### src/onved_regs.svh
`ifndef ONVED_REGS_SVH
`define ONVED_REGS_SVH

// Register byte offsets on the bus
`define ONVED_OFS_DESC 8'h00
`define ONVED_OFS_CTRL 8'h04
`define ONVED_OFS_TARGET 8'h08
`define ONVED_OFS_CMDS 8'h0c
`define ONVED_OFS_STATUS 8'h10
`define ONVED_OFS_PUBLISH 8'h14

// Descriptor word layout (CTRL reuses positions 31 to 24)
`define ONVED_BIT_AVAIL 31
`define ONVED_BIT_POL 30
`define ONVED_BIT_OTP 29
`define ONVED_BIT_ADDRD 28
`define ONVED_BIT_BYTE1 27
`define ONVED_POS_HI 26
`define ONVED_POS_LO 24
`define ONVED_LOC_HI 23
`define ONVED_LOC_LO 16
`define ONVED_BIT_MODE_OD 23
`define ONVED_BIT_MODE_OS 22
`define ONVED_BIT_MODE_QSD 21
`define ONVED_BIT_MODE_QS 20
`define ONVED_DUM_HI 19
`define ONVED_DUM_LO 16
`define ONVED_RDCMD_HI 15
`define ONVED_RDCMD_LO 8
`define ONVED_WRCMD_HI 7
`define ONVED_WRCMD_LO 0

// Control fields below the descriptor flags
`define ONVED_AW_HI 1
`define ONVED_AW_LO 0
`define ONVED_BIT_SINGLE 2

// Target register fields
`define ONVED_TGT_ADDR_HI 7
`define ONVED_TGT_ADDR_LO 0
`define ONVED_TGT_MODE_HI 11
`define ONVED_TGT_MODE_LO 8
`define ONVED_TGT_DUM_HI 15
`define ONVED_TGT_DUM_LO 12

// Status fields
`define ONVED_ST_PUB 0
`define ONVED_ST_CONFLICT 1
`define ONVED_ST_STICKY 2
`define ONVED_ST_SINGLE 3
`define ONVED_ST_NORD 4
`define ONVED_ST_NOWR 5
`define ONVED_ST_DUM_HI 11
`define ONVED_ST_DUM_LO 8
`define ONVED_BIT_PUB_GO 0

// Reset values and codes
`define ONVED_CTRL_RST 32'h0000_0000
`define ONVED_TGT_RST 16'h0000
`define ONVED_CMDS_RST 16'h0000
`define ONVED_DESC_RST 32'h0000_0000
`define ONVED_CMD_NONE 8'h00

`endif

### src/onved_pkg.sv
package onved_pkg;

  // Address width of the device, selects legal byte placement
  typedef enum logic [1:0] {
    ONVED_AW_8 = 2'b00,
    ONVED_AW_24 = 2'b01,
    ONVED_AW_32 = 2'b11
  } onved_aw_e;

  // Bus answer sequencer
  typedef enum logic [1:0] {
    ONVED_BUS_IDLE = 2'b00,
    ONVED_BUS_ACK = 2'b01
  } onved_bus_e;

endpackage : onved_pkg

### src/onved_encoder.sv
`include "onved_regs.svh"

module onved_encoder (
  input wire logic core_clk_in,
  input wire logic rst_b_in,
  input wire logic load_in,
  input wire logic [31:0] ctrl_in,
  input wire logic [15:0] target_in,
  input wire logic [15:0] cmds_in,
  output logic [31:0] word_out
);

  logic [31:0] word_d;
  logic [31:0] word_q;
  logic aw_ok_byte1;

  // Second-byte placement is only meaningful above 8-bit addressing
  assign aw_ok_byte1 = onved_pkg::onved_aw_e'(ctrl_in[`ONVED_AW_HI:`ONVED_AW_LO])
                       != onved_pkg::ONVED_AW_8;

  // Assemble the word; an absent enable bit publishes all zeros
  always_comb begin
    word_d = `ONVED_DESC_RST;
    if (ctrl_in[`ONVED_BIT_AVAIL]) begin
      word_d[`ONVED_BIT_AVAIL] = 1'b1;
      word_d[`ONVED_BIT_POL] = ctrl_in[`ONVED_BIT_POL];
      word_d[`ONVED_BIT_OTP] = ctrl_in[`ONVED_BIT_OTP];
      word_d[`ONVED_BIT_ADDRD] = ctrl_in[`ONVED_BIT_ADDRD];
      word_d[`ONVED_BIT_BYTE1] = ctrl_in[`ONVED_BIT_BYTE1] & aw_ok_byte1;
      word_d[`ONVED_POS_HI:`ONVED_POS_LO] = ctrl_in[`ONVED_POS_HI:`ONVED_POS_LO];
      if (ctrl_in[`ONVED_BIT_ADDRD]) begin
        word_d[`ONVED_LOC_HI:`ONVED_LOC_LO] = target_in[`ONVED_TGT_ADDR_HI:`ONVED_TGT_ADDR_LO];
      end else begin
        word_d[`ONVED_BIT_MODE_OD:`ONVED_BIT_MODE_QS] =
          target_in[`ONVED_TGT_MODE_HI:`ONVED_TGT_MODE_LO];
        word_d[`ONVED_DUM_HI:`ONVED_DUM_LO] = target_in[`ONVED_TGT_DUM_HI:`ONVED_TGT_DUM_LO];
      end
      word_d[`ONVED_RDCMD_HI:`ONVED_RDCMD_LO] = cmds_in[`ONVED_RDCMD_HI:`ONVED_RDCMD_LO];
      word_d[`ONVED_WRCMD_HI:`ONVED_WRCMD_LO] = cmds_in[`ONVED_WRCMD_HI:`ONVED_WRCMD_LO];
    end
  end

  // Snapshot only on load, so a reader never sees a half-edited word
  always_ff @(posedge core_clk_in or negedge rst_b_in) begin
    if (!rst_b_in) begin
      word_q <= `ONVED_DESC_RST;
    end else if (load_in) begin
      word_q <= word_d;
    end
  end

  assign word_out = word_q;

endmodule : onved_encoder

### src/onved_desc_slave.sv
// Register access over Wishbone and the register offsets were chosen for this implementation.
`include "onved_regs.svh"

module onved_desc_slave (
  input wire logic core_clk_in,
  input wire logic rst_b_in,
  input wire logic wb_cyc_in,
  input wire logic wb_stb_in,
  input wire logic wb_we_in,
  input wire logic [7:0] wb_adr_in,
  input wire logic [3:0] wb_sel_in,
  input wire logic [31:0] wb_dat_in,
  output logic [31:0] wb_dat_out,
  output logic wb_ack_out,
  output logic [31:0] desc_word_out,
  output logic desc_valid_out,
  output logic single_line_no_dummy_out
);

  // Merge write data into a register under the byte enables
  function automatic logic [31:0] onved_merge(
    input logic [31:0] old_val,
    input logic [31:0] new_val,
    input logic [3:0] sel
  );
    logic [31:0] res;
    res = old_val;
    for (int i = 0; i < 4; i++) begin
      if (sel[i]) begin
        res[i*8 +: 8] = new_val[i*8 +: 8];
      end
    end
    return res;
  endfunction : onved_merge

  // True when the current byte placement is illegal for the address width
  function automatic logic onved_conflict(input logic [31:0] ctrl);
    logic res;
    res = ctrl[`ONVED_BIT_BYTE1] &
          (onved_pkg::onved_aw_e'(ctrl[`ONVED_AW_HI:`ONVED_AW_LO]) == onved_pkg::ONVED_AW_8);
    return res;
  endfunction : onved_conflict

  onved_pkg::onved_bus_e bus_state_q;
  onved_pkg::onved_bus_e bus_state_d;
  logic ack_q;
  logic [31:0] rdata_q;
  logic [31:0] rdata_d;
  logic [31:0] ctrl_q;
  logic [15:0] target_q;
  logic [15:0] cmds_q;
  logic pub_valid_q;
  logic sticky_q;
  logic single_q;
  logic [31:0] status_w;
  logic [31:0] desc_w;
  logic bus_req;
  logic bus_commit;
  logic wr_ctrl;
  logic wr_target;
  logic wr_cmds;
  logic wr_status;
  logic wr_publish;
  logic publish_go;
  logic conflict_now;
  logic [31:0] target_merged;
  logic [31:0] cmds_merged;

  // A new request is seen only while idle, so one transfer gets one ack
  assign bus_req = wb_cyc_in & wb_stb_in & (bus_state_q == onved_pkg::ONVED_BUS_IDLE);

  // Writes land at the edge where the master samples ack high
  assign bus_commit = wb_cyc_in & wb_stb_in & wb_we_in &
                      (bus_state_q == onved_pkg::ONVED_BUS_ACK);

  // Write strobes per register; unmapped addresses fall through silently
  assign wr_ctrl = bus_commit & (wb_adr_in == `ONVED_OFS_CTRL);
  assign wr_target = bus_commit & (wb_adr_in == `ONVED_OFS_TARGET);
  assign wr_cmds = bus_commit & (wb_adr_in == `ONVED_OFS_CMDS);
  assign wr_status = bus_commit & (wb_adr_in == `ONVED_OFS_STATUS);
  assign wr_publish = bus_commit & (wb_adr_in == `ONVED_OFS_PUBLISH);
  assign publish_go = wr_publish & wb_sel_in[0] & wb_dat_in[`ONVED_BIT_PUB_GO];

  // Narrow registers are merged on a zero-extended copy
  assign target_merged = onved_merge({16'h0000, target_q}, wb_dat_in, wb_sel_in);
  assign cmds_merged = onved_merge({16'h0000, cmds_q}, wb_dat_in, wb_sel_in);

  // Live check of the staged control value
  // placement conflict check
  assign conflict_now = onved_conflict(ctrl_q);

  // Bus sequencer: idle, then one ack cycle, then idle again
  always_comb begin
    bus_state_d = bus_state_q;
    case (bus_state_q)
      onved_pkg::ONVED_BUS_IDLE: begin
        if (bus_req) begin
          bus_state_d = onved_pkg::ONVED_BUS_ACK;
        end
      end
      onved_pkg::ONVED_BUS_ACK: begin
        bus_state_d = onved_pkg::ONVED_BUS_IDLE;
      end
      default: begin
        bus_state_d = onved_pkg::ONVED_BUS_IDLE;
      end
    endcase
  end

  // Sequencer state
  always_ff @(posedge core_clk_in or negedge rst_b_in) begin
    if (!rst_b_in) begin
      bus_state_q <= onved_pkg::ONVED_BUS_IDLE;
    end else begin
      bus_state_q <= bus_state_d;
    end
  end

  // Ack rises one cycle after the request and drops the next cycle
  always_ff @(posedge core_clk_in or negedge rst_b_in) begin
    if (!rst_b_in) begin
      ack_q <= 1'b0;
    end else begin
      ack_q <= bus_req;
    end
  end

  // Status view of the block's own state
  always_comb begin
    status_w = 32'h0000_0000;
    status_w[`ONVED_ST_PUB] = pub_valid_q;
    status_w[`ONVED_ST_CONFLICT] = conflict_now;
    status_w[`ONVED_ST_STICKY] = sticky_q;
    status_w[`ONVED_ST_SINGLE] = single_q;
    status_w[`ONVED_ST_NORD] = desc_w[`ONVED_RDCMD_HI:`ONVED_RDCMD_LO] == `ONVED_CMD_NONE;
    status_w[`ONVED_ST_NOWR] = desc_w[`ONVED_WRCMD_HI:`ONVED_WRCMD_LO] == `ONVED_CMD_NONE;
    // Published dummy count, meaningful only for direct access
    if (!desc_w[`ONVED_BIT_ADDRD]) begin
      status_w[`ONVED_ST_DUM_HI:`ONVED_ST_DUM_LO] = desc_w[`ONVED_DUM_HI:`ONVED_DUM_LO];
    end
  end

  // Read mux; unmapped offsets and publish answer zero
  always_comb begin
    rdata_d = 32'h0000_0000;
    case (wb_adr_in)
      `ONVED_OFS_DESC: begin
        rdata_d = desc_w;
      end
      `ONVED_OFS_CTRL: begin
        rdata_d = ctrl_q;
      end
      `ONVED_OFS_TARGET: begin
        rdata_d = {16'h0000, target_q};
      end
      `ONVED_OFS_CMDS: begin
        rdata_d = {16'h0000, cmds_q};
      end
      `ONVED_OFS_STATUS: begin
        rdata_d = status_w;
      end
      default: begin
        rdata_d = 32'h0000_0000;
      end
    endcase
  end

  // Read data is captured with the ack so it stands for the ack cycle
  always_ff @(posedge core_clk_in or negedge rst_b_in) begin
    if (!rst_b_in) begin
      rdata_q <= 32'h0000_0000;
    end else if (bus_req) begin
      rdata_q <= rdata_d;
    end
  end

  // Control register: descriptor flags, address width, single-line support
  always_ff @(posedge core_clk_in or negedge rst_b_in) begin
    if (!rst_b_in) begin
      ctrl_q <= `ONVED_CTRL_RST;
    end else if (wr_ctrl) begin
      ctrl_q <= onved_merge(ctrl_q, wb_dat_in, wb_sel_in);
    end
  end

  // Target register: local address, or mode flags and dummy count
  always_ff @(posedge core_clk_in or negedge rst_b_in) begin
    if (!rst_b_in) begin
      target_q <= `ONVED_TGT_RST;
    end else if (wr_target) begin
      target_q <= target_merged[15:0];
    end
  end

  // Command codes register
  always_ff @(posedge core_clk_in or negedge rst_b_in) begin
    if (!rst_b_in) begin
      cmds_q <= `ONVED_CMDS_RST;
    end else if (wr_cmds) begin
      cmds_q <= cmds_merged[15:0];
    end
  end

  // Published flag goes high on the first publish and stays
  always_ff @(posedge core_clk_in or negedge rst_b_in) begin
    if (!rst_b_in) begin
      pub_valid_q <= 1'b0;
    end else if (publish_go) begin
      pub_valid_q <= 1'b1;
    end
  end

  // Sticky conflict: publishing an illegal placement; set beats clear
  always_ff @(posedge core_clk_in or negedge rst_b_in) begin
    if (!rst_b_in) begin
      sticky_q <= 1'b0;
    end else if (publish_go & conflict_now) begin
      sticky_q <= 1'b1;
    end else if (wr_status & wb_sel_in[0] & wb_dat_in[`ONVED_ST_STICKY]) begin
      sticky_q <= 1'b0;
    end
  end

  // Single-line support is frozen with the descriptor it belongs to
  always_ff @(posedge core_clk_in or negedge rst_b_in) begin
    if (!rst_b_in) begin
      single_q <= 1'b0;
    end else if (publish_go) begin
      single_q <= ctrl_q[`ONVED_BIT_SINGLE] & ctrl_q[`ONVED_BIT_AVAIL];
    end
  end

  // Descriptor builder; byte placement is masked at 8-bit width inside
  onved_encoder u_encoder (
    .core_clk_in(core_clk_in),
    .rst_b_in(rst_b_in),
    .load_in(publish_go),
    .ctrl_in(ctrl_q),
    .target_in(target_q),
    .cmds_in(cmds_q),
    .word_out(desc_w)
  );

  // Outputs come straight from flops
  assign wb_ack_out = ack_q;
  assign wb_dat_out = rdata_q;
  assign desc_word_out = desc_w;
  assign desc_valid_out = pub_valid_q;
  assign single_line_no_dummy_out = single_q;

endmodule : onved_desc_slave

### config.mk
export PLATFORM = sky130hd
export DESIGN_NAME = onved_desc_slave
export DESIGN_NICKNAME = d
export VERILOG_FILES = /design/src/onved_pkg.sv /design/src/onved_encoder.sv /design/src/onved_desc_slave.sv
export VERILOG_INCLUDE_DIRS = /design/src
export SDC_FILE = /design/constraint.sdc
export NUM_CORES = 1
export LEC_CHECK = 0
export BUFFER_PORTS_ARGS = -buffer_cell sky130_fd_sc_hd__buf_2
export CORE_ASPECT_RATIO = 0.6
export CORE_MARGIN = 2
export CORE_UTILIZATION = 40
export DETAILED_ROUTE_END_ITERATION = 8
export PLACE_DENSITY = 0.59
export REMOVE_ABC_BUFFERS = 1
export SLEW_MARGIN = 20
export SYNTH_ARGS = -nofsm -noshare
export SYNTH_HDL_FRONTEND = slang
export SYNTH_SLANG_ARGS = --single-unit
### constraint.sdc
create_clock -name core_clk_in -period 4.33 [get_ports core_clk_in]
set_input_delay 0.2165 -clock core_clk_in [delete_from_list [all_inputs] [get_ports core_clk_in]]
set_output_delay 0.2165 -clock core_clk_in [all_outputs]
set_load 0.02 [all_outputs]
==> impl_results.md <==
- Routed wire length per instance: 19.71 um
- Share of total power in sequential cells: 41.7%
- Count of clock tree sinks: 133
- Floorplan die width: 162.8 um
- Buffers added on ports: 115
- Count of inserted antenna diode cells: 0
- Power spent charging and discharging nets: 640.8 uW
- Post-synthesis cell type count: 42
- Tmin final: 2.264 ns
- CP endpoint kind: flop
- Final WL: 15.69 mm
- Share of post-route cells with drive strength above 1: 42.81%
- Number of antenna violations at the first check in global routing: 0
- Critical path buffers and inverters: 2
- Kind of start point of the critical path: flop
- Flip-flop and latch area: 3328 um2
- Hold path cells: 2
- Fraction of the yosys area taken by sequential cells: 55.03%
- Worst setup path startpoint: bus_state_q[0]
- Synth Warn #: 0
- Floorplan die area: 16150 um2
- Routed vias: 4228
- Cell row count: 34
- Layout Nets: 634
- Synth-to-layout area growth: 23.96%
- Clock insertion delay at the later pin of the skew report: 0.42 ns
- Post-cts repair resize count: 0
- Cells after Synth: 466
- Share of the clock period used by the worst path after layout: 52.28%
- Max_cap viols: 0
- Crit Path Max Fanout: 36
- Worst-margin pin slew: 1.045 ns
- Initial DRC count: 240
- H-tree levels: 4
- Clock-pin slew on the worst setup and hold paths: 0.06 ns
- Destination of the worst hold path: ctrl_q[23]
- Dominant synthesized flop cell: dfrtp_1
- Quantity of hold-fixing buffers added after cts: 1
- Arrival time worst endpoint: 2.59 ns
- Library cell used as clock root buffer: clkbuf_16
- Unrepaired setup endpoints after global routing: false
- Maximum number of pins on one net before global-route repair: 104
- EDFF count, synth: 0
- Crit path cell chain: nand3b_1 -> buf_4 -> inv_1 -> nand3_1 -> or2_2 -> o21ai_0
- Final-report max-slew violation count: 0
- Reported leakage power: 0.003648 uW
- Data required, critical path: 4.66 ns
- Mean number of vias per cell: 5.312
- Area occupied by multi-input gates: 2516 um2
- ANT nets after route: 0
- Layout fillers: 1315
- Core region area: 14630 um2
- Family with the most delay on the worst path: simple AND/OR/NAND/NOR gates
- Sum of net half-perimeters after detailed placement: 10.99 mm
- Post CTS Setup Buffer Count: 0
- Chip height: 99.25 um
- Syn avg cell area: 12.98 um2
- Setup total negative slack: 0 ns
- Clock skew after layout: 0.01476 ns
- Maximum clock frequency: 0.4418 GHz
- CP max-delay cell: or2_2
- Proportion of synthesized flip-flops having asynchronous set or reset: 100.0%
- Share of total power in the clock network: 53.8%
- Final design utilization: 51.23%
- Number of failing hold endpoints at the final stage: 0
- Worst-case register-to-register setup slack: 2.07 ns
- Maximum clock insertion buffer count: 2
- Relative slew slack: 29.82%
- Via count of the first global-routing pass: 4360
- RR Endpoint: wb_dat_out[20]
- Final worst-path setup slack: 2.066 ns
- Switching fraction of total power: 21.28%
- CTS tree: yes
- Gr usage total: 20.35%
- Share of power burned in combinational logic: 4.5%
- #FFs+latches synth: 133
- Number of clock buffers inserted by TritonCTS: 17
- Post-synth design cell area: 6048 um2
- Cell count of the worst reg-to-reg path: 6
- Remaining routing DRC violations: 0
- Max stage delay on crit path: 0.55 ns
- Final setup violating endpoints: 0
- Placer's final routability congestion estimate: 0.7943
- Internal power summed over all cells: 2370 uW
- WS Path Type: flop to flop
- Power density over cell area: 401.6 nW/um2
- Outcome: complete, no violations
- Worst slack, placed: 1.836 ns
- Wire length of the first global-routing pass: 24.67 mm
- Path category of the worst min-delay check: input port to flop
- Num ports: 116
- GR Overflow Total: 0
- Start point of the worst min-delay path: wb_dat_in[23]
- Worst IR drop on VDD: 0.0002195 V
- First-pass iteration count of the detailed router: 5
- Reg-to-Reg Start: bus_state_q[0]
- Starting density of the core: 41.33%
[power groups by stage]
| stage | clock (uW) | combinational (uW) | sequential, uW |
|---|---|---|---|
| 6_report | 1620 | 134 | 1260 |
| 5_1_grt | 1700 | 148 | 1260 |
| 4_1_cts | 1640 | 137 | 1260 |
| 3_5_place_dp | 0 | 136 | 1280 |
| 3_3_place_gp | 0 | 135 | 1280 |
| 2_1_floorplan | 0 | 37.8 | 1290 |
[worst reg2reg max path, delay by kind of cell (launching register included)]
family / cells / cell delay [ns]
DFF: 1 / 0.37
AOI/OAI and AO/OA: 1 / 0.23
and+or+nand+nor: 3 / 1.03
buffers and inverters: 2 / 0.56
[final cells by class]
| cell class | instances | area share [%] |
|---|---|---|
| sequential | 133 | 44.39 |
| timing repair buffer | 122 | 8.495 |
| inverter | 27 | 1.352 |
| clock buffer | 21 | 6.275 |
| multi-input combinational | 284 | 33.56 |
| clock inverter | 11 | 2.620 |
| tap | 198 | 3.304 |
[state kept, by name, summed over array words and instances, names as in the netlist]
name and flops:
bus_state_q 1, desc_valid_out 1, wb_ack_out 1, cmds_q 16, single_line_no_dummy_out 1, sticky_q 1
target_q 16, u_encoder.word_out 32, wb_dat_out 32, ctrl_q 32
[cell usage after synthesis (3+ instances only)]
cell type	number	area share (%)
a22oi_1	4	0.50
nor2_1	10	0.62
nand2_1	43	2.7
a22o_1	6	0.87
nor2b_1	15	1.6
dfrtp_1	133	55
buf_2	4	0.33
o21ai_0	18	1.5
nor3_1	3	0.25
nor4_1	5	0.52
buf_4	4	0.50
inv_1	27	1.7
nand3_2	3	0.50
mux2i_1	47	7.8
a221o_1	4	0.66
clkbuf_1	13	0.81
nand3_1	4	0.33
mux2_2	79	15
mux4_2	12	4.5
[layout by cell type (no fill, tap or decap), types with 3 or more instances in the layout]
| cell type | n |
|---|---|
| dfrtp_1 | 133 |
| buf_2 | 114 |
| mux2_2 | 79 |
| mux2i_1 | 47 |
| nand2_1 | 43 |
| inv_1 | 27 |
| o21ai_0 | 18 |
| clkbuf_16 | 17 |
| nor2b_1 | 15 |
| mux4_2 | 12 |
| nor2_1 | 10 |
| a22o_1 | 6 |
| buf_4 | 6 |
| nor4_1 | 5 |
| bufinv_16 | 5 |
| nand3_1 | 4 |
| a221o_1 | 4 |
| a22oi_1 | 4 |
| nor3_1 | 3 |
| nand3_2 | 3 |
| clkbuf_8 | 3 |
[cell families after synthesis]
group           Yosys count  share of synthesized area, %
simple gates            101                         9.392
mux                     138                         26.95
compound gates           45                         5.255
buf+inv                  49                         3.372
flops                   133                         55.03
[stage by stage]
stage | hold slack (ns) | area, um2 | total power, uW | instances
final | 0.03435 | 7497 | 3011 | 796
after global routing | 0.02875 | 7497 | 3101 | 796
after CTS | 0.02613 | 7497 | 3029 | 796
after detailed placement | 0.3930 | 6820 | 1414 | 763
after global placement | 0.3975 | 6820 | 1413 | 763
after floorplan | -0.07909 | 5946 | 1323 | 444
[worst max path at each step]
| stage | end | slack [ns] | depth (start not counted) |
|---|---|---|---|
| detailed placement | u_encoder.word_out[18] | 1.84 | 5 |
| finish | wb_dat_out[20] | 2.07 | 6 |
| floorplan | u_encoder.word_out[31] | 1.51 | 4 |
| global placement | cmds_q[5] | 1.90 | 4 |
| global route | wb_dat_out[16] | 1.89 | 6 |
| CTS | wb_dat_out[20] | 2.07 | 6 |
[routing by layer]
| metal | GRT usage, % | share of wire, % | vias to the layer above |
|---|---|---|---|
| li1 | - | - | 1903 |
| met1 | 30.64 | 49 | 2186 |
| met2 | 29.34 | 43 | 131 |
| met3 | 6.088 | 6.7 | 8 |
| met4 | 3.744 | 0.54 | 0 |
| met5 | 0 | 0 | - |
No activity file was read; power rests on OpenSTA's default activity.
